File: config.mk
export PLATFORM = sky130hd
export DESIGN_NAME = sbcc_timer
export DESIGN_NICKNAME = d
export VERILOG_FILES = /design/src/rtl/sbcc_pkg.sv /design/src/rtl/sbcc_timer.sv
export SDC_FILE = /design/constraint.sdc
export NUM_CORES = 1
export LEC_CHECK = 0
export BUFFER_PORTS_ARGS = -buffer_cell sky130_fd_sc_hd__buf_2
export CAP_MARGIN = 20
export CORE_MARGIN = 2
export CORE_UTILIZATION = 54
export DETAILED_ROUTE_END_ITERATION = 6
export PLACE_DENSITY_LB_ADDON = 0.12
export SLEW_MARGIN = 20
export SYNTH_ARGS = -nofsm -noshare
export SYNTH_HDL_FRONTEND = slang
export SYNTH_SLANG_ARGS = --single-unit
File: constraint.sdc
create_clock -name sys_clk -period 4.9 [get_ports sys_clk]
set_clock_uncertainty 0.2 [all_clocks]
set_input_delay 0.245 -clock sys_clk [delete_from_list [all_inputs] [get_ports sys_clk]]
set_output_delay 0.245 -clock sys_clk [all_outputs]
set_load 0.005 [all_outputs]
File: src/rtl/sbcc_pkg.sv
// Constants for the 16-bit counter with input capture.
// Assumes an 8-bit register port and one 50 MHz system clock.
package sbcc_pkg;

    // ************************************************************
    // Register offsets
    // ************************************************************
    localparam logic [3:0] OFS_TIMER_CONTROL_A   = 4'h0;
    localparam logic [3:0] OFS_TIMER_CONTROL_B   = 4'h1;
    localparam logic [3:0] OFS_COUNT_LOWER       = 4'h2;
    localparam logic [3:0] OFS_COUNT_UPPER       = 4'h3;
    localparam logic [3:0] OFS_CAPTURE_LOWER     = 4'h4;
    localparam logic [3:0] OFS_CAPTURE_UPPER     = 4'h5;
    localparam logic [3:0] OFS_COMPARE_A_LOWER   = 4'h6;
    localparam logic [3:0] OFS_COMPARE_A_UPPER   = 4'h7;
    localparam logic [3:0] OFS_IRQ_ENABLE        = 4'h8;
    localparam logic [3:0] OFS_IRQ_FLAGS         = 4'h9;
    localparam logic [3:0] OFS_COMPARATOR_CTRL   = 4'hA;

    // ************************************************************
    // Field positions
    // ************************************************************
    localparam int BIT_TCA_WGM_LO     = 0;  // mode bits 1:0
    localparam int BIT_TCB_CS_LO      = 0;  // clock select 2:0
    localparam int BIT_TCB_WGM_HI     = 3;  // mode bits 3:2
    localparam int BIT_TCB_EDGE       = 6;  // 1 = rising edge
    localparam int BIT_TCB_FILTER     = 7;  // noise filter enable
    localparam int BIT_OVERFLOW       = 0;  // in enable and flags
    localparam int BIT_CAPTURE        = 5;  // in enable and flags
    localparam int BIT_CMP_CAPTURE    = 2;  // comparator select

    // ************************************************************
    // Reset values
    // ************************************************************
    localparam logic [7:0]  RST_BYTE  = 8'h00;
    localparam logic [15:0] RST_WORD  = 16'h0000;

    // ************************************************************
    // Counting and timing constants
    // ************************************************************
    localparam logic [15:0] TOP_8BIT   = 16'h00FF;
    localparam logic [15:0] TOP_9BIT   = 16'h01FF;
    localparam logic [15:0] TOP_10BIT  = 16'h03FF;
    localparam logic [15:0] MAX_VALUE  = 16'hFFFF;
    localparam logic [15:0] BOTTOM_VAL = 16'h0000;
    localparam int          FILTER_SAMPLES = 4;
    localparam int          PRESCALE_BITS  = 10;

    // Prescaler tap masks
    localparam logic [9:0] PSC_DIV8    = 10'h007;
    localparam logic [9:0] PSC_DIV64   = 10'h03F;
    localparam logic [9:0] PSC_DIV256  = 10'h0FF;
    localparam logic [9:0] PSC_DIV1024 = 10'h3FF;

    // Clock select codes
    localparam logic [2:0] CS_STOP     = 3'h0;
    localparam logic [2:0] CS_DIV1     = 3'h1;
    localparam logic [2:0] CS_DIV8     = 3'h2;
    localparam logic [2:0] CS_DIV64    = 3'h3;
    localparam logic [2:0] CS_DIV256   = 3'h4;
    localparam logic [2:0] CS_DIV1024  = 3'h5;
    localparam logic [2:0] CS_EXT_FALL = 3'h6;
    localparam logic [2:0] CS_EXT_RISE = 3'h7;

    // Counting sequence families
    typedef enum {
        SBCC_SEQ_NORMAL,
        SBCC_SEQ_CTC,
        SBCC_SEQ_FAST,
        SBCC_SEQ_PHASE
    } sbcc_seq_t;

    // Top source choices
    typedef enum {
        SBCC_TOP_MAX,
        SBCC_TOP_8,
        SBCC_TOP_9,
        SBCC_TOP_10,
        SBCC_TOP_CMPA,
        SBCC_TOP_CAPT
    } sbcc_top_t;

endpackage

File: src/rtl/sbcc_timer.sv
// 16-bit up/down counter with shared high-byte latch and input capture.
// Assumes a one-cycle strobe register port and async capture inputs.
//
// Contract
// - Clock select picks source; zero stops counting
// - Bidirectional 16-bit counter with count and clear
// - Top and bottom indications from the counter
// - Count visible at upper and lower byte locations
// - Count upper location accesses the shared latch
// - Low byte access moves upper byte via latch
// - Software write beats clear and count
// - Each tick clears, increments or decrements by mode
// - Four-bit mode split over two control registers
// - Overflow flag set per mode, requests interrupt
// - Matching edge on capture source triggers capture
// - Capture copies full count into capture register
// - Capture flag set in the copy cycle
// - Enabled capture flag requests capture interrupt
// - Flag cleared by service or writing one
// - Capture read low first, upper via latch
// - Capture register writable only when it is top
// - Comparator select bit switches capture source
// - Source switch may capture; software clears flag
// - Top is fixed, compare A or capture register
// - Filter needs four equal samples to change
//
// The implementer's own choices: the address map and the address-and-strobe port.
`timescale 1ns/1ps

module sbcc_timer
    import sbcc_pkg::*;
(
    input  wire logic       sys_clk,
    input  wire logic       rst_n,
    input  wire logic [3:0] reg_addr,
    input  wire logic [7:0] reg_wdata,
    input  wire logic       reg_wr,
    input  wire logic       reg_rd,
    output logic      [7:0] reg_rdata,
    input  wire logic       capture_pin,
    input  wire logic       comparator_output,
    input  wire logic       ext_clock_pin,
    input  wire logic       overflow_irq_ack,
    input  wire logic       capture_irq_ack,
    output logic            overflow_irq,
    output logic            capture_irq,
    output logic            count_at_top,
    output logic            count_at_bottom
);

    // ************************************************************
    // Decoding helpers
    // ************************************************************

    // Sequence family for a mode code
    function automatic sbcc_seq_t seq_of(input logic [3:0] m);
        unique case (m)
            4'h1, 4'h2, 4'h3,
            4'h8, 4'h9, 4'hA, 4'hB: seq_of = SBCC_SEQ_PHASE;
            4'h4, 4'hC:             seq_of = SBCC_SEQ_CTC;
            4'h5, 4'h6, 4'h7,
            4'hE, 4'hF:             seq_of = SBCC_SEQ_FAST;
            default:                seq_of = SBCC_SEQ_NORMAL;
        endcase
    endfunction

    // Top source for a mode code
    function automatic sbcc_top_t top_of(input logic [3:0] m);
        unique case (m)
            4'h1, 4'h5:             top_of = SBCC_TOP_8;
            4'h2, 4'h6:             top_of = SBCC_TOP_9;
            4'h3, 4'h7:             top_of = SBCC_TOP_10;
            4'h4, 4'h9, 4'hB, 4'hF: top_of = SBCC_TOP_CMPA;
            4'h8, 4'hA, 4'hC, 4'hE: top_of = SBCC_TOP_CAPT;
            default:                top_of = SBCC_TOP_MAX;
        endcase
    endfunction

    // ************************************************************
    // Register state
    // ************************************************************
    logic [7:0]  tca_ff, nxt_tca;
    logic [7:0]  tcb_ff, nxt_tcb;
    logic [7:0]  ien_ff, nxt_ien;
    logic [7:0]  acr_ff, nxt_acr;
    logic [7:0]  latch_ff, nxt_latch;
    logic [15:0] cnt_ff, nxt_cnt;
    logic [15:0] capt_ff, nxt_capt;
    logic [15:0] cmpa_ff, nxt_cmpa;
    logic        dir_down_ff, nxt_dir_down;
    logic        ovf_ff, nxt_ovf;
    logic        capf_ff, nxt_capf;
    logic [7:0]  rdata_ff, nxt_rdata;

    // Synchroniser, filter and edge state
    logic [1:0]  pin_sync_ff, cmp_sync_ff, ext_sync_ff;
    logic [FILTER_SAMPLES-1:0] hist_ff, nxt_hist;
    logic        filt_ff, nxt_filt;
    logic        cap_prev_ff, nxt_cap_prev;
    logic        ext_prev_ff, nxt_ext_prev;
    logic [PRESCALE_BITS-1:0] psc_ff, nxt_psc;

    // Decoded control
    logic [3:0]  wgm;
    logic [2:0]  clk_sel;
    sbcc_seq_t   seq;
    sbcc_top_t   top_sel;
    logic [15:0] top_val;
    logic        tick;
    logic        cap_src;
    logic        cap_level;
    logic        cap_event;
    logic        capt_is_top;
    logic        wr_cnt_lo;
    logic        ovf_set;

    // Mode field split over both control registers
    assign wgm     = {tcb_ff[BIT_TCB_WGM_HI+1:BIT_TCB_WGM_HI],
                      tca_ff[BIT_TCA_WGM_LO+1:BIT_TCA_WGM_LO]};
    assign clk_sel = tcb_ff[BIT_TCB_CS_LO+2:BIT_TCB_CS_LO];
    assign seq     = seq_of(wgm);
    assign top_sel = top_of(wgm);
    assign capt_is_top = (top_sel == SBCC_TOP_CAPT);

    // Top value per mode
    always_comb begin
        unique case (top_sel)
            SBCC_TOP_8:    top_val = TOP_8BIT;
            SBCC_TOP_9:    top_val = TOP_9BIT;
            SBCC_TOP_10:   top_val = TOP_10BIT;
            SBCC_TOP_CMPA: top_val = cmpa_ff;
            SBCC_TOP_CAPT: top_val = capt_ff;
            SBCC_TOP_MAX:  top_val = MAX_VALUE;
        endcase
    end

    // Top and bottom indications
    assign count_at_top    = (cnt_ff == top_val);
    assign count_at_bottom = (cnt_ff == BOTTOM_VAL);

    // ************************************************************
    // Input synchronisers
    // ************************************************************

    // Two flops per async input; only stage 2 is read
    always_ff @(posedge sys_clk) begin
        if (!rst_n) begin
            pin_sync_ff <= 2'h0;
            cmp_sync_ff <= 2'h0;
            ext_sync_ff <= 2'h0;
        end else begin
            pin_sync_ff <= {pin_sync_ff[0], capture_pin};
            cmp_sync_ff <= {cmp_sync_ff[0], comparator_output};
            ext_sync_ff <= {ext_sync_ff[0], ext_clock_pin};
        end
    end

    // ************************************************************
    // Capture filter and edge detector
    // ************************************************************

    // Comparator replaces the pin when selected
    assign cap_src = acr_ff[BIT_CMP_CAPTURE] ? cmp_sync_ff[1]
                                             : pin_sync_ff[1];
    assign cap_level = tcb_ff[BIT_TCB_FILTER] ? filt_ff : cap_src;

    // Edge must match the chosen sense; blocked while capture is top
    assign cap_event = (cap_level != cap_prev_ff)
                     && (cap_level == tcb_ff[BIT_TCB_EDGE])
                     && !capt_is_top;

    // Filter output moves only on a full run of equal samples
    always_comb begin
        nxt_hist     = {hist_ff[FILTER_SAMPLES-2:0], cap_src};
        nxt_filt     = filt_ff;
        nxt_cap_prev = cap_level;
        if (&hist_ff) nxt_filt = 1'b1;
        else if (~|hist_ff) nxt_filt = 1'b0;
    end

    always_ff @(posedge sys_clk) begin
        if (!rst_n) begin
            hist_ff     <= '0;
            filt_ff     <= 1'b0;
            cap_prev_ff <= 1'b0;
        end else begin
            hist_ff     <= nxt_hist;
            filt_ff     <= nxt_filt;
            cap_prev_ff <= nxt_cap_prev;
        end
    end

    // ************************************************************
    // Clock select and prescaler
    // ************************************************************

    // Free-running prescaler keeps taps aligned across selections
    always_comb begin
        nxt_psc      = psc_ff + 1'b1;
        nxt_ext_prev = ext_sync_ff[1];
        unique case (clk_sel)
            CS_STOP:     tick = 1'b0;
            CS_DIV1:     tick = 1'b1;
            CS_DIV8:     tick = (psc_ff & PSC_DIV8) == PSC_DIV8;
            CS_DIV64:    tick = (psc_ff & PSC_DIV64) == PSC_DIV64;
            CS_DIV256:   tick = (psc_ff & PSC_DIV256) == PSC_DIV256;
            CS_DIV1024:  tick = psc_ff == PSC_DIV1024;
            CS_EXT_FALL: tick = ext_prev_ff && !ext_sync_ff[1];
            CS_EXT_RISE: tick = !ext_prev_ff && ext_sync_ff[1];
        endcase
    end

    always_ff @(posedge sys_clk) begin
        if (!rst_n) begin
            psc_ff      <= '0;
            ext_prev_ff <= 1'b0;
        end else begin
            psc_ff      <= nxt_psc;
            ext_prev_ff <= nxt_ext_prev;
        end
    end

    // ************************************************************
    // Counter unit
    // ************************************************************
    assign wr_cnt_lo = reg_wr && (reg_addr == OFS_COUNT_LOWER);

    // Write first, then the mode's count step on each tick
    always_comb begin
        nxt_cnt      = cnt_ff;
        nxt_dir_down = dir_down_ff;
        ovf_set      = 1'b0;
        if (wr_cnt_lo) begin
            nxt_cnt = {latch_ff, reg_wdata};
        end else if (tick) begin
            unique case (seq)
                SBCC_SEQ_NORMAL: begin
                    nxt_cnt = cnt_ff + 16'h0001;
                    ovf_set = (cnt_ff == MAX_VALUE);
                end
                // CTC overflows only if it ran past top to max; fast overflows at top
                SBCC_SEQ_CTC, SBCC_SEQ_FAST: begin
                    nxt_cnt = count_at_top ? BOTTOM_VAL
                                           : cnt_ff + 16'h0001;
                    ovf_set = (seq == SBCC_SEQ_FAST) ? count_at_top
                                                     : (cnt_ff == MAX_VALUE);
                end
                SBCC_SEQ_PHASE: begin
                    // Turn at both ends; overflow at the bottom turn
                    nxt_dir_down = dir_down_ff ? !count_at_bottom
                                               : (cnt_ff >= top_val);
                    ovf_set      = dir_down_ff && count_at_bottom;
                    nxt_cnt      = nxt_dir_down ? cnt_ff - 16'h0001
                                                : cnt_ff + 16'h0001;
                end
            endcase
        end
    end

    always_ff @(posedge sys_clk) begin
        if (!rst_n) begin
            cnt_ff      <= RST_WORD;
            dir_down_ff <= 1'b0;
        end else begin
            cnt_ff      <= nxt_cnt;
            dir_down_ff <= nxt_dir_down;
        end
    end

    // ************************************************************
    // Registers, latch, capture and flags
    // ************************************************************

    // Byte accesses, capture copy and flags
    always_comb begin
        nxt_tca   = tca_ff;
        nxt_tcb   = tcb_ff;
        nxt_ien   = ien_ff;
        nxt_acr   = acr_ff;
        nxt_latch = latch_ff;
        nxt_capt  = capt_ff;
        nxt_cmpa  = cmpa_ff;
        nxt_ovf   = ovf_ff;
        nxt_capf  = capf_ff;
        nxt_rdata = RST_BYTE;
        if (reg_wr) begin
            unique case (reg_addr)
                OFS_TIMER_CONTROL_A: nxt_tca = reg_wdata;
                OFS_TIMER_CONTROL_B: nxt_tcb = reg_wdata;
                OFS_IRQ_ENABLE:      nxt_ien = reg_wdata;
                OFS_COMPARATOR_CTRL: nxt_acr = reg_wdata;
                // Upper locations only ever load the latch
                OFS_COUNT_UPPER,
                OFS_CAPTURE_UPPER,
                OFS_COMPARE_A_UPPER: nxt_latch = reg_wdata;
                OFS_CAPTURE_LOWER:
                    if (capt_is_top) nxt_capt = {latch_ff, reg_wdata};
                OFS_COMPARE_A_LOWER: nxt_cmpa = {latch_ff, reg_wdata};
                OFS_IRQ_FLAGS: begin
                    // Write one to clear
                    if (reg_wdata[BIT_OVERFLOW]) nxt_ovf = 1'b0;
                    if (reg_wdata[BIT_CAPTURE]) nxt_capf = 1'b0;
                end
                default: ;
            endcase
        end
        if (reg_rd) begin
            unique case (reg_addr)
                OFS_TIMER_CONTROL_A: nxt_rdata = tca_ff;
                OFS_TIMER_CONTROL_B: nxt_rdata = tcb_ff;
                OFS_IRQ_ENABLE:      nxt_rdata = ien_ff;
                OFS_COMPARATOR_CTRL: nxt_rdata = acr_ff;
                OFS_COUNT_LOWER: begin
                    nxt_rdata = cnt_ff[7:0];
                    nxt_latch = cnt_ff[15:8];
                end
                OFS_CAPTURE_LOWER: begin
                    nxt_rdata = capt_ff[7:0];
                    nxt_latch = capt_ff[15:8];
                end
                // Upper locations return the latch
                OFS_COUNT_UPPER,
                OFS_CAPTURE_UPPER:   nxt_rdata = latch_ff;
                // Compare A is read direct, no latch involved
                OFS_COMPARE_A_LOWER: nxt_rdata = cmpa_ff[7:0];
                OFS_COMPARE_A_UPPER: nxt_rdata = cmpa_ff[15:8];
                OFS_IRQ_FLAGS: begin
                    nxt_rdata[BIT_OVERFLOW] = ovf_ff;
                    nxt_rdata[BIT_CAPTURE]  = capf_ff;
                end
                default: ;
            endcase
        end
        // Service acknowledges clear their flags
        if (overflow_irq_ack) nxt_ovf = 1'b0;
        if (capture_irq_ack) nxt_capf = 1'b0;
        // Hardware set wins over any clear in the same cycle
        if (ovf_set) nxt_ovf = 1'b1;
        if (cap_event) begin
            nxt_capt = cnt_ff;
            nxt_capf = 1'b1;
        end
    end

    always_ff @(posedge sys_clk) begin
        if (!rst_n) begin
            tca_ff   <= RST_BYTE;
            tcb_ff   <= RST_BYTE;
            ien_ff   <= RST_BYTE;
            acr_ff   <= RST_BYTE;
            latch_ff <= RST_BYTE;
            capt_ff  <= RST_WORD;
            cmpa_ff  <= RST_WORD;
            ovf_ff   <= 1'b0;
            capf_ff  <= 1'b0;
            rdata_ff <= RST_BYTE;
        end else begin
            tca_ff   <= nxt_tca;
            tcb_ff   <= nxt_tcb;
            ien_ff   <= nxt_ien;
            acr_ff   <= nxt_acr;
            latch_ff <= nxt_latch;
            capt_ff  <= nxt_capt;
            cmpa_ff  <= nxt_cmpa;
            ovf_ff   <= nxt_ovf;
            capf_ff  <= nxt_capf;
            rdata_ff <= nxt_rdata;
        end
    end

    // ************************************************************
    // Outputs
    // ************************************************************
    assign reg_rdata    = rdata_ff;
    assign overflow_irq = ovf_ff && ien_ff[BIT_OVERFLOW];
    assign capture_irq  = capf_ff && ien_ff[BIT_CAPTURE];

endmodule

## Word-level counts from Yosys, hierarchy flattened

Memories as Yosys holds them, arrays and structs flattened.
Cells that the tools add are included.

| word-level totals | value |
|---|---|
| register bits | 122 |
| ROM bits | 80 |
| output and inout bits | 12 |
| logic and storage cells | 143 |
| memories kept | 2 |

| operators by class | value |
|---|---|
| $add $sub $neg | 3 |
| $lt $le $gt $ge | 1 |
| equality and inequality tests | 36 |
| mux-type cells | 38 |
| bitwise operators | 1 |
| reduce and logical (&&, ||, !) cells | 42 |

Memory list:

| name | words | bits a word | read ports | clocked after memory_dff | write ports | RTL line | source |
|---|---|---|---|---|---|---|---|
| (no name shown) | 16 | 3 | 1 | 0 | 0 | sbcc_timer.sv:69 | `unique case (m)` |
| (no name shown) | 16 | 2 | 1 | 0 | 0 | sbcc_timer.sv:57 | `unique case (m)` |

Operators with widths:

| kind | number |
|---|---|
| 32-bit by 2-bit == test with 1-bit output (second input constant) | 4 |
| 16-bit two-way mux | 8 |
| 32-bit by 3-bit == test with 1-bit output (second input constant) | 3 |
| 16-bit case mux with 6 select lines | 1 |
| 32-bit by 1-bit == test with 1-bit output (second input constant) | 2 |
| 32-bit zero test | 2 |
| 16-bit case mux with 3 select lines | 1 |
| 4-bit case mux with 9 select lines | 1 |
| 32-bit by 4-bit == test with 1-bit output (second input constant) | 1 |
| 8-bit two-way mux | 3 |
| 1-bit case mux with 10 select lines | 2 |
| 1-bit two-way mux | 18 |
| 2-bit case mux with 9 select lines | 1 |
| 3-bit nonzero test | 6 |
| 16-bit by 1-bit adder with 16-bit output (second input constant) | 1 |
| 16-bit == test | 1 |
| 16-bit == test (second input constant) | 1 |
| 4-bit by 3-bit == test with 1-bit output (second input constant) | 4 |
| 16-bit greater-or-equal comparator | 1 |
| 16-bit zero test | 1 |
| 8-bit case mux with 2 select lines | 1 |
| 16-bit by 1-bit subtractor with 16-bit output (second input constant) | 1 |
| 3-bit == test (second input constant) | 5 |
| 4-bit == test (second input constant) | 3 |
| other kinds (25) | 49 |

## Depth between registers and ports, before layout

Gate-level depths: netlist of run 1.
An unclocked memory read counts as a cell.

| depth | value |
|---|---|
| depth in word-level cells | 10 |
| gate-level depth with buffers | 18 |
| gate-level depth less buffers | 15 |

## Least setup slack after synthesis of run 1

Ideal clock, no wire load.

| timing path | value |
|---|---|
| kind | reg-to-reg |
| start point | register tca_ff[1] |
| end point | register cnt_ff[15] |
| setup time | 0.077 ns |
| arrival | 3.594 ns |
| slack | 1.030 ns |
| cell stages (with the launch flop) | 18 |
| buffers on the path | 2 |
| clock period less this slack | 3.870 ns |
| cells stage by stage | dfxtp_1 buf_2 or2_2 inv_1 ha_1 nor2b_1 o21a_1 and2_1 buf_2 a221oi_1 ha_1 a21oi_1 a21boi_0 a2111oi_1 a21o_2 a21oi_1 or3_1 a41oi_2 |

| on the way | value |
|---|---|
| word-level cells in the longest chain between the ends | 9 |
| elaborated cells between the ends (all ways) | 22 |

RTL lines:

| item | RTL line | source |
|---|---|---|
| start, declared | sbcc_timer.sv:82 | `logic [7:0] tca_ff, nxt_tca;` |
| start signal, assigned | sbcc_timer.sv:358 | `tca_ff <= nxt_tca;` |
| memory 16 x 3 bit | -- |  |
| 32-bit by 3-bit == test with 1-bit output (tied with other cells) | sbcc_timer.sv:127 | `unique case (top_sel)` |
| 16-bit case mux with 6 select lines | sbcc_timer.sv:127 |  |
| 16-bit greater-or-equal comparator | sbcc_timer.sv:251 | `: (cnt_ff >= top_val);` |
| 1-bit two-way mux | sbcc_timer.sv:250 | `nxt_dir_down = dir_down_ff ? !count_at_bottom` |
| 16-bit two-way mux | sbcc_timer.sv:253 | `nxt_cnt = nxt_dir_down ? cnt_ff - 16'h0001` |
| 16-bit case mux with 3 select lines (*) | sbcc_timer.sv:236 | `unique case (seq)` |
| 16-bit two-way mux (*) | sbcc_timer.sv:235 | `end else if (tick) begin` |
| 16-bit two-way mux (*) | sbcc_timer.sv:233 | `if (wr_cnt_lo) begin` |
| end signal, assigned | sbcc_timer.sv:265 | `cnt_ff <= nxt_cnt;` |
| end, declared | sbcc_timer.sv:87 | `logic [15:0] cnt_ff, nxt_cnt;` |

Every way passes the cells marked *; elsewhere a longest branch is shown, timed or not. The select of a mux whose other input is x is not followed.
A chain may end at the register's enable or synchronous reset.

## Final worst setup path of run 1

| timing path | value |
|---|---|
| start point | register tca_ff[1] |
| end point | register cnt_ff[3] |

The elaborated chain is that of the path after synthesis.

==> results.json, run 1 <==
{
  "root_buffer": "clkbuf_16",
  "final_common_cell": "dfxtp_1",
  "crit_type": "flip-flop to flip-flop",
  "max_stage_delay_ps": 510,
  "synth_top_family_by_area": "simple AND/OR/NAND/NOR gates",
  "synthCells": 894,
  "dieArea_um2": 14200,
  "antenna_found_initial": 0,
  "syn_area_um2": 7190,
  "ys.flop_type": "dfxtp_1",
  "power.density_nw_per_um2": 310,
  "synthArstFlopShare_pct": 0,
  "yosys_warnings": 0,
  "portBuffers": 32,
  "setup_viol": 0,
  "num_antenna_cells": 0,
  "vias_per_cell": 6.54,
  "mostFrequentLayoutCells": "122 x dfxtp_1, 111 x nand2_1, 82 x nor2_1, 64 x a21oi_1, 59 x mux2i_1",
  "path_cells": "or2_2 > inv_1 > ha_1 > nor2b_1 > o21a_1 > and2_1 > a221oi_1 > ha_1 > nand4_1 > o41ai_1 > nand2b_1 > a211oi_1 > nor2b_1 > o221ai_1 > o21ai_1",
  "rrSetupSlack_ps": 450,
  "dieWidth_um": 119,
  "max_cap_violations": 0,
  "max_freq_mhz": 225,
  "ir_drop_uv": 312,
  "ys_seq_area_share_pct": 34.0,
  "start_kind": "flip-flop",
  "n_fill_cell": 1211,
  "cts_max_path_buffers": 2,
  "grt_pass1_vias": 6606,
  "synth_xor_area_share_pct": 2.80,
  "drtPass1Iterations": 6,
  "fin_util_pct": 61.3,
  "dp_hpwl_um": 16700,
  "vias": 7097,
  "insertion_delay_ps": 430,
  "synth_mux_area_share_pct": 9.00,
  "clk_pin_slew_worst_paths_ps": 60,
  "numCtsBuffers": 17,
  "required_ps": 5000,
  "hold_viol_final": 0,
  "slowest_stage": "o41ai_1",
  "grt_max_degree": 46,
  "relSlewSlack_pct": 32.5,
  "crit_arrival_ps": 4550,
  "drt-initial-drc-count": 863,
  "place_inst": 1040,
  "synth-simple-area-share_pct": 23.3,
  "wirelength_um": 24000,
  "syn_nets": 941,
  "wl_per_cell_um": 22.1,
  "cts_tree": "built",
  "initial_core_util_pct": 54.7,
  "finalCritPeriodShare_pct": 90.9,
  "core_um2": 13100,
  "ioPinCount": 33,
  "ant_nets": 0,
  "outcome": "complete, no violations",
  "syn_to_final_growth_pct": 12.0,
  "drive_gt1_share_pct": 11.4,
  "holdCritPathClass": "input port to flip-flop",
  "gp_congestion": 0.981,
  "slew_viol_final": 0,
  "gr-usage-all-layers_pct": 33.9,
  "tightest_slew_ps": 1010,
  "timing.setup.tns_ps": 0,
  "dpl-instance-area_um2": 7330,
  "finalNetCount": 943,
  "power.leakage_nw": 3.15,
  "gr-total-overflow": 0,
  "period_needed_ps": 4450,
  "synth_compound_area_share_pct": 21.0,
  "drc": 0,
  "cp_max_fo": 12,
  "die_h_um": 119,
  "end_kind": "flip-flop",
  "cts_max_level": 4,
  "fin_cells": 1085,
  "rows": 42,
  "synthDistinctLibCells": 73,
  "yosys.area_share.adder_pct": 4.53,
  "rsz0062_at_grt": "no",
  "avgSynthCellArea_um2": 8.04,
  "clock-sinks": 122,
  "design_area_um2": 8050,
  "ys_ff_latch": 122,
  "grt_pass1_wl_um": 37100,
  "synth_edf_count": 0
}
==> where the power goes <==
group	total, mW	internal [mW]	switching, mW
clock network	1.25	0.715	0.533
logic	0.212	0.0731	0.139
registers	1.04	1.01	0.0276
total	2.50	1.80	0.699
==> kinds of logic (layout without fill, tap and decap cells) <==
logic type / after synthesis / after routing
adder cells (fa/ha/maj): 26 / 26
AO/OA/AOI/OAI: 225 / 225
multiplexers: 64 / 64
flip-flops: 122 / 122
XOR/XNOR: 23 / 23
AND/OR/NAND/NOR: 343 / 343
buffers and inverters: 91 / 106
==> through the flow <==
stage | hold slack (ps) | worst slack, ps | power, mW
after floorplan | 172 | 1030 | 1.19
after global placement | 214 | 314 | 1.25
after detailed placement | 220 | 140 | 1.26
after CTS | 1.93 | 124 | 2.50
after global routing | 22.8 | 3.34 | 2.56
final | 22.3 | 446 | 2.50
==> area by class of cell <==
| cell class | count | area, µm² | share of cell area [%] |
|---|---|---|---|
| multi-input combinational | 681 | 4370 | 54.2 |
| inverter | 16 | 60.1 | 0.746 |
| tap | 176 | 220 | 2.74 |
| timing repair buffer | 58 | 388 | 4.82 |
| clock inverter | 15 | 150 | 1.86 |
| sequential | 122 | 2440 | 30.3 |
| clock buffer | 17 | 425 | 5.28 |
==> cells in the mapped netlist, drive strengths merged, types with 3 or more instances <==
master / n / area share [%]
a22oi: 24 / 2.5
a31oi: 7 / 0.61
a21o: 4 / 0.44
nor2b: 8 / 0.70
mux2: 5 / 0.78
nand2b: 6 / 0.52
nor2: 82 / 4.3
a31o: 3 / 0.37
o211ai: 3 / 0.31
o21ai: 33 / 2.3
o311a: 3 / 0.42
nand2: 111 / 5.8
inv: 16 / 0.84
ha: 26 / 4.5
or3: 6 / 0.52
nand3b: 6 / 0.63
o221ai: 3 / 0.37
nand4: 9 / 0.78
xor2: 10 / 1.2
a21boi: 3 / 0.31
nor4: 6 / 0.82
or2: 5 / 0.44
o21a: 4 / 0.42
a21oi: 65 / 4.6
or4: 4 / 0.47
dfxtp: 122 / 34
a311oi: 11 / 1.3
nor3: 17 / 1.3
o22ai: 17 / 1.5
nand3: 34 / 2.4
o41ai: 9 / 1.1
and2: 20 / 1.8
mux2i: 59 / 8.2
a221oi: 14 / 1.7
and3: 22 / 2.0
a211oi: 4 / 0.42
buf: 28 / 2.1
clkbuf: 47 / 2.5
xnor2: 13 / 1.6
==> sequential cells by signal, summed over array words and instances, names as in the netlist <==
signal and cells:
latch_ff 8, ext_sync_ff 2, ext_prev_ff 1, ien_ff 8, reg_rdata 8, cap_prev_ff 1, cmp_sync_ff 2, dir_down_ff 1
ovf_ff 1, hist_ff 4, capt_ff 16, cmpa_ff 16, tca_ff 8, psc_ff 10, acr_ff 8, filt_ff 1
capf_ff 1, tcb_ff 8, pin_sync_ff 2, cnt_ff 16
==> per-layer routing <==
metal / GRT usage [%] / vias up / part of all wire (%) / wire, µm
met4: 15.9 / 0 / 3.7 / 897
met5: 0 / - / 0 / 0
met1: 45.5 / 3360 / 42 / 10100
met2: 52.9 / 406 / 46 / 10900
li1: - / 3257 / - / -
met3: 6.37 / 74 / 8.8 / 2120
==> final timing paths <==
kind | start | endpoint | depth (start not counted)
max | tca_ff[1] | cnt_ff[3] | 15
max reg2reg | tca_ff[1] | cnt_ff[3] | 15
min | reg_wdata[5] | cmpa_ff[5] | 3
min reg2reg | cmp_sync_ff[0] | cmp_sync_ff[1] | 1
==> critical path: cells and delay by family, from the launching register on <==
kind | cells | cell delay, ps
DFF | 1 | 390
buffers and inverters | 1 | 60
and+or+nand+nor | 6 | 1600
adders and majority gates | 2 | 540
AOI/OAI and AO/OA | 6 | 1520
==> repair_timing <==
action	CTS	global route
endpoints found under the hold margin	8	0
hold buffers	8	0
setup buffers	0	5
resized for setup	0	2
setup endpoints to repair	0	5
(Power assumes the default switching activity.)
==> inputs of run 2 (changes only) <==
REMOVE_ABC_BUFFERS = 1   (was default)
==> run 2 against run 1 <==
First-iteration DRC count is 0.70% higher. Clock-buffer cell count increased by 4. Non-clock buffer count fell by 1. Maximum frequency is 0.18% higher. Setup slack better by 7.9 ps. Final cell count fell by 0.18%. Register-to-register slack barely moved. Sequential cell count unchanged. Combinational power is essentially flat. Critical path type unchanged.
==> results.json, run 2 (same netlist as run 1, synthesis figures left out) <==
{
  "outcome": "complete, no violations",
  "post_cts_buffers": 0,
  "critical_path.most_common_cell": "ha_1",
  "use_met2_pct": 55.4,
  "dieWidth_um": 119,
  "gp_congestion": 1.02,
  "dpl-instance-area_um2": 7350,
  "root_buffer": "clkbuf_16",
  "crit_type": "flip-flop to flip-flop",
  "dieArea_um2": 14200,
  "met3_usage_pct": 6.90,
  "wl_per_cell_um": 22.2,
  "p_int_mw": 1.87,
  "wirelength_um": 24000,
  "grt_most_used_layer": "met2",
  "vias_per_cell": 6.55,
  "finalNetCount": 942,
  "n_fill_cell": 1204,
  "cts_max_path_buffers": 2,
  "cts_max_level": 4,
  "seqPwrFrac_pct": 41.2,
  "required_ps": 5050,
  "slew_viol_final": 0,
  "relSlewSlack_pct": 32.8,
  "rsz0062_at_grt": "no",
  "postCtsResizedCells": 0,
  "pre_cts_ws_ps": 547,
  "grt_pass1_wl_um": 37700,
  "fin_util_pct": 61.2,
  "gr-total-overflow": 0,
  "path_cells": "or2_2 > inv_1 > ha_1 > nor2b_1 > o21a_1 > and2_1 > a221oi_1 > ha_1 > nand4_1 > nor2_1 > a2111oi_1 > a21oi_2 > buf_4 > mux2_2 > xor2_1 > o22ai_1",
  "start_kind": "flip-flop",
  "portBuffers": 32,
  "clock-sinks": 122,
  "clockPowerShare_pct": 50.2,
  "sw_frac_of_total_pct": 25.6,
  "die_h_um": 119,
  "vias": 7094,
  "mostFrequentLayoutCells": "122 x dfxtp_1, 111 x nand2_1, 82 x nor2_1, 64 x a21oi_1, 59 x mux2i_1",
  "finalCritPeriodShare_pct": 90.7,
  "gr-usage-all-layers_pct": 34.5,
  "holdCritPathClass": "input port to flip-flop",
  "max_freq_mhz": 225,
  "grt_max_degree": 68,
  "core_um2": 13100,
  "ioPinCount": 33,
  "rows": 42,
  "top_regs": "capt_ff: 16 flops, cmpa_ff: 16 flops, cnt_ff: 16 flops",
  "antenna_found_initial": 1,
  "design_area_um2": 8040,
  "fin_ws_ps": 454,
  "p_switching_uw": 643,
  "setup_viol": 0,
  "power.density_nw_per_um2": 313,
  "regArea_um2": 2440,
  "insertion_delay_ps": 430,
  "clk_pin_slew_worst_paths_ps": 60,
  "cp_max_fo": 12,
  "drc": 0,
  "ir_drop_uv": 200,
  "max_cap_violations": 0,
  "multi_input_area_um2": 4360,
  "grt.met1_usage_pct": 43.0,
  "dp_hpwl_um": 16600,
  "final_common_cell": "dfxtp_1",
  "crit_arrival_ps": 4600,
  "hold_ws_ps": 10.8,
  "end_kind": "flip-flop",
  "drtPass1Iterations": 5,
  "num_antenna_cells": 0,
  "numCtsBuffers": 17,
  "drive_gt1_share_pct": 10.9,
  "ant_nets": 0,
  "slowest_stage": "dfxtp_1",
  "syn_to_final_growth_pct": 11.9,
  "cts_hold_buf": 10,
  "grt_pass1_vias": 6914,
  "period_needed_ps": 4450,
  "timing.setup.tns_ps": 0,
  "power.leakage_nw": 3.14,
  "tightest_slew_ps": 1010,
  "drt-initial-drc-count": 869,
  "cts_tree": "built",
  "hold_viol_final": 0,
  "initial_core_util_pct": 54.7,
  "max_stage_delay_ps": 520,
  "pwr-share-comb_pct": 8.6
}
## run 2: changes by cell type in the layout (fill, tap and decap cells not counted), sizes merged, moves of 2 or more
cell	delta
clkbuf	+4
clkinv	+2
buf	-3
dlygate4sd3	+2
inv	-9
## run 2: per-stage QoR
stage          std cells  total power, mW
6_report            1083             2.51
5_1_grt             1083             2.57
4_1_cts             1083             2.52
3_5_place_dp        1042             1.26
3_3_place_gp        1042             1.26
2_1_floorplan        819             1.17
## run 2: path summary, 6_finish.rpt
kind / startpoint / endpoint / slack, ps / depth (start not counted)
min reg2reg: ext_sync_ff[0] / ext_sync_ff[1] / 230 / 1
max reg2reg: tca_ff[1] / cnt_ff[6] / 450 / 16
max: tca_ff[1] / cnt_ff[6] / 450 / 16
min: reg_wdata[5] / cmpa_ff[5] / 10 / 3
## run 2: metal layers
layer | vias to the layer above | part of all wire [%]
li1 | 3239 | -
met1 | 3343 | 40
met2 | 411 | 46
met3 | 99 | 8.9
met4 | 2 | 5.0
met5 | - | 0.063
## run 2: layout make-up
type / instances / area share, %
clock buffers: 21 / 5.85
clock inverters: 10 / 1.46
multi-input cells: 681 / 54.2
flip-flops and latches: 122 / 30.4
inverters: 16 / 0.747
well taps: 176 / 2.74
repair buffers: 57 / 4.64
## run 2: critical path: cells and delay by family, from the launching register on
kind,cells,cell delay (ps)
compound gates,5,1460
simple gates,5,920
fa+ha+maj,2,530
flops,1,520
buf+inv,2,300
mux,1,290
xor+xnor,1,140
## run 2: power by group through the flow
stage               clock, mW  sequential, mW  combinational [mW]
floorplan                   0            1.05               0.117
global placement            0            1.06               0.200
detailed placement          0            1.06               0.203
CTS                      1.27            1.03               0.210
global route             1.31            1.04               0.231
finish                   1.26            1.04               0.215
==> inputs of run 3 (changes only) <==
PLACE_DENSITY = 0.71   (was default)
PLACE_DENSITY_LB_ADDON = default   (was 0.12)
==> run 3 against run 2 <==
Clock-buffer cell count shrank 1. Sequential cell count is the same. Sequential power is essentially flat. Maximum frequency shrank 1.9%. Final cell count shrank 0.28%. Utilization shrank 0.086 points. Via count shrank 0.62%. First-iteration DRC count shrank 1.5%. Global-route usage shrank 1.9 points. Design area shrank 0.14%.
==> results.json, run 3 (same netlist as run 1, synthesis figures left out) <==
{
  "drive_gt1_share_pct": 10.5,
  "antenna_found_initial": 0,
  "reg2reg_from": "tca_ff[1]",
  "dp_hpwl_um": 15900,
  "wirelength_um": 22900,
  "cp_max_fo": 12,
  "insertion_delay_ps": 430,
  "numCtsBuffers": 17,
  "root_buffer": "clkbuf_16",
  "finalNetCount": 940,
  "relSlewSlack_pct": 36.7,
  "power.leakage_nw": 3.13,
  "die_h_um": 119,
  "power.total_mw": 2.52,
  "start_kind": "flip-flop",
  "drtPass1Iterations": 6,
  "critical_path.most_common_cell": "ha_1",
  "setup_viol": 0,
  "gp_congestion": 0.977,
  "crit_type": "flip-flop to flip-flop",
  "cts_max_path_buffers": 2,
  "required_ps": 5000,
  "ioPinCount": 33,
  "outcome": "complete, no violations",
  "rows": 42,
  "hold_ws_ps": 11.3,
  "vias_per_cell": 6.53,
  "dieWidth_um": 119,
  "cts_tree": "built",
  "portBuffers": 32,
  "clock-sinks": 122,
  "period_needed_ps": 4530,
  "wl_per_cell_um": 21.2,
  "rsz0062_at_grt": "no",
  "path_cells": "or2_2 > inv_1 > ha_1 > nor2b_1 > o21a_1 > and2_1 > a221oi_1 > ha_1 > nand4_1 > nor3_1 > a22oi_1 > a21oi_2 > buf_4 > mux2i_1 > xnor2_1 > o22ai_1",
  "post_cts_buffers": 0,
  "hold_viol_final": 0,
  "final_common_cell": "dfxtp_1",
  "grt_max_degree": 51,
  "max_freq_mhz": 221,
  "slowest_stage": "a21oi_2",
  "grt_pass1_wl_um": 36300,
  "finalCritPeriodShare_pct": 92.5,
  "gr-total-overflow": 0,
  "timing.setup.tns_ps": 0,
  "ir_drop_uv": 269,
  "max_cap_violations": 0,
  "tightest_slew_ps": 950,
  "num_antenna_cells": 0,
  "vias": 7050,
  "drt-initial-drc-count": 856,
  "drc": 0,
  "core_um2": 13100,
  "syn_to_final_growth_pct": 11.8,
  "power.density_nw_per_um2": 314,
  "clk_pin_slew_worst_paths_ps": 60,
  "top_regs": "capt_ff: 16 flops, cmpa_ff: 16 flops, cnt_ff: 16 flops",
  "dieArea_um2": 14200,
  "grt_pass1_vias": 6833,
  "crit_arrival_ps": 4630,
  "holdCritPathClass": "input port to flip-flop",
  "max_stage_delay_ps": 450,
  "critPathLaunch": "tca_ff[1]",
  "initial_core_util_pct": 54.7,
  "end_kind": "flip-flop",
  "min_from": "overflow_irq_ack",
  "ant_nets": 0,
  "cts_max_level": 4,
  "gr-usage-all-layers_pct": 32.6,
  "slew_viol_final": 0,
  "mostFrequentLayoutCells": "122 x dfxtp_1, 111 x nand2_1, 82 x nor2_1, 64 x a21oi_1, 59 x mux2i_1"
}
## run 3: changes by cell type in the layout (fill, tap and decap cells not counted), sizes merged
cell and change:
clkinvlp -2, bufinv +1, clkinv +1, clkbuf -1
buf -2
## run 3: layout make-up
class	instances	area, µm²
fill	1174	5110
multi-input combinational	681	4360
inverter	16	60.1
tap	176	220
sequential	122	2440
timing repair buffer	55	358
clock buffer	20	447
clock inverter	10	145
## run 3: worst max-delay path: cells and delay by family, from the launching register on
kind            cells  cell delay [ps]
fa+ha+maj           2              570
flops               1              400
xor+xnor            1              170
buf+inv             2              350
simple gates        5             1350
mux                 1              290
compound gates      5             1090
## run 3: timing repair
action / 4_1_cts / 5_1_grt
hold endpoints to repair: 13 / 0
hold buffers: 10 / 0
gates resized for setup: 0 / 0
## run 3: per-layer routing
metal | wire [µm] | vias up | GRT usage, %
met3 | 2150 | 81 | 7.66
met1 | 9300 | 3336 | 40.7
met5 | 0 | - | 0
li1 | - | 3240 | -
met2 | 10700 | 393 | 53.0
met4 | 812 | 0 | 15.5
## run 3: final timing paths
| kind | depth (start not counted) | slack [ps] | end |
|---|---|---|---|
| hold / removal | 4 | 10 | ovf_ff |
| setup reg to reg | 16 | 370 | cnt_ff[12] |
| hold reg to reg | 1 | 230 | cmp_sync_ff[1] |
| setup / recovery | 16 | 370 | cnt_ff[12] |
## run 3: stage by stage
| stage | setup WS, ps | cells | utilization, % | cell area [µm²] |
|---|---|---|---|---|
| 2_1_floorplan | 758 | 819 | - | 6860 |
| 3_3_place_gp | 674 | 1040 | 55.9 | 7340 |
| 3_5_place_dp | 484 | 1040 | 55.9 | 7340 |
| 4_1_cts | 457 | 1080 | 61.1 | 8030 |
| 5_1_grt | 66.5 | 1080 | 61.1 | 8030 |
| 6_report | 368 | 1080 | 61.1 | 8030 |
## run 3: power by group
part | leakage, nW | total [mW] | switching [mW] | internal, mW
combinational | 1.86 | 0.210 | 0.137 | 0.0737
clock | 0.283 | 1.27 | 0.464 | 0.808
sequential | 0.987 | 1.04 | 0.0266 | 1.01
total | 3.13 | 2.52 | 0.628 | 1.89
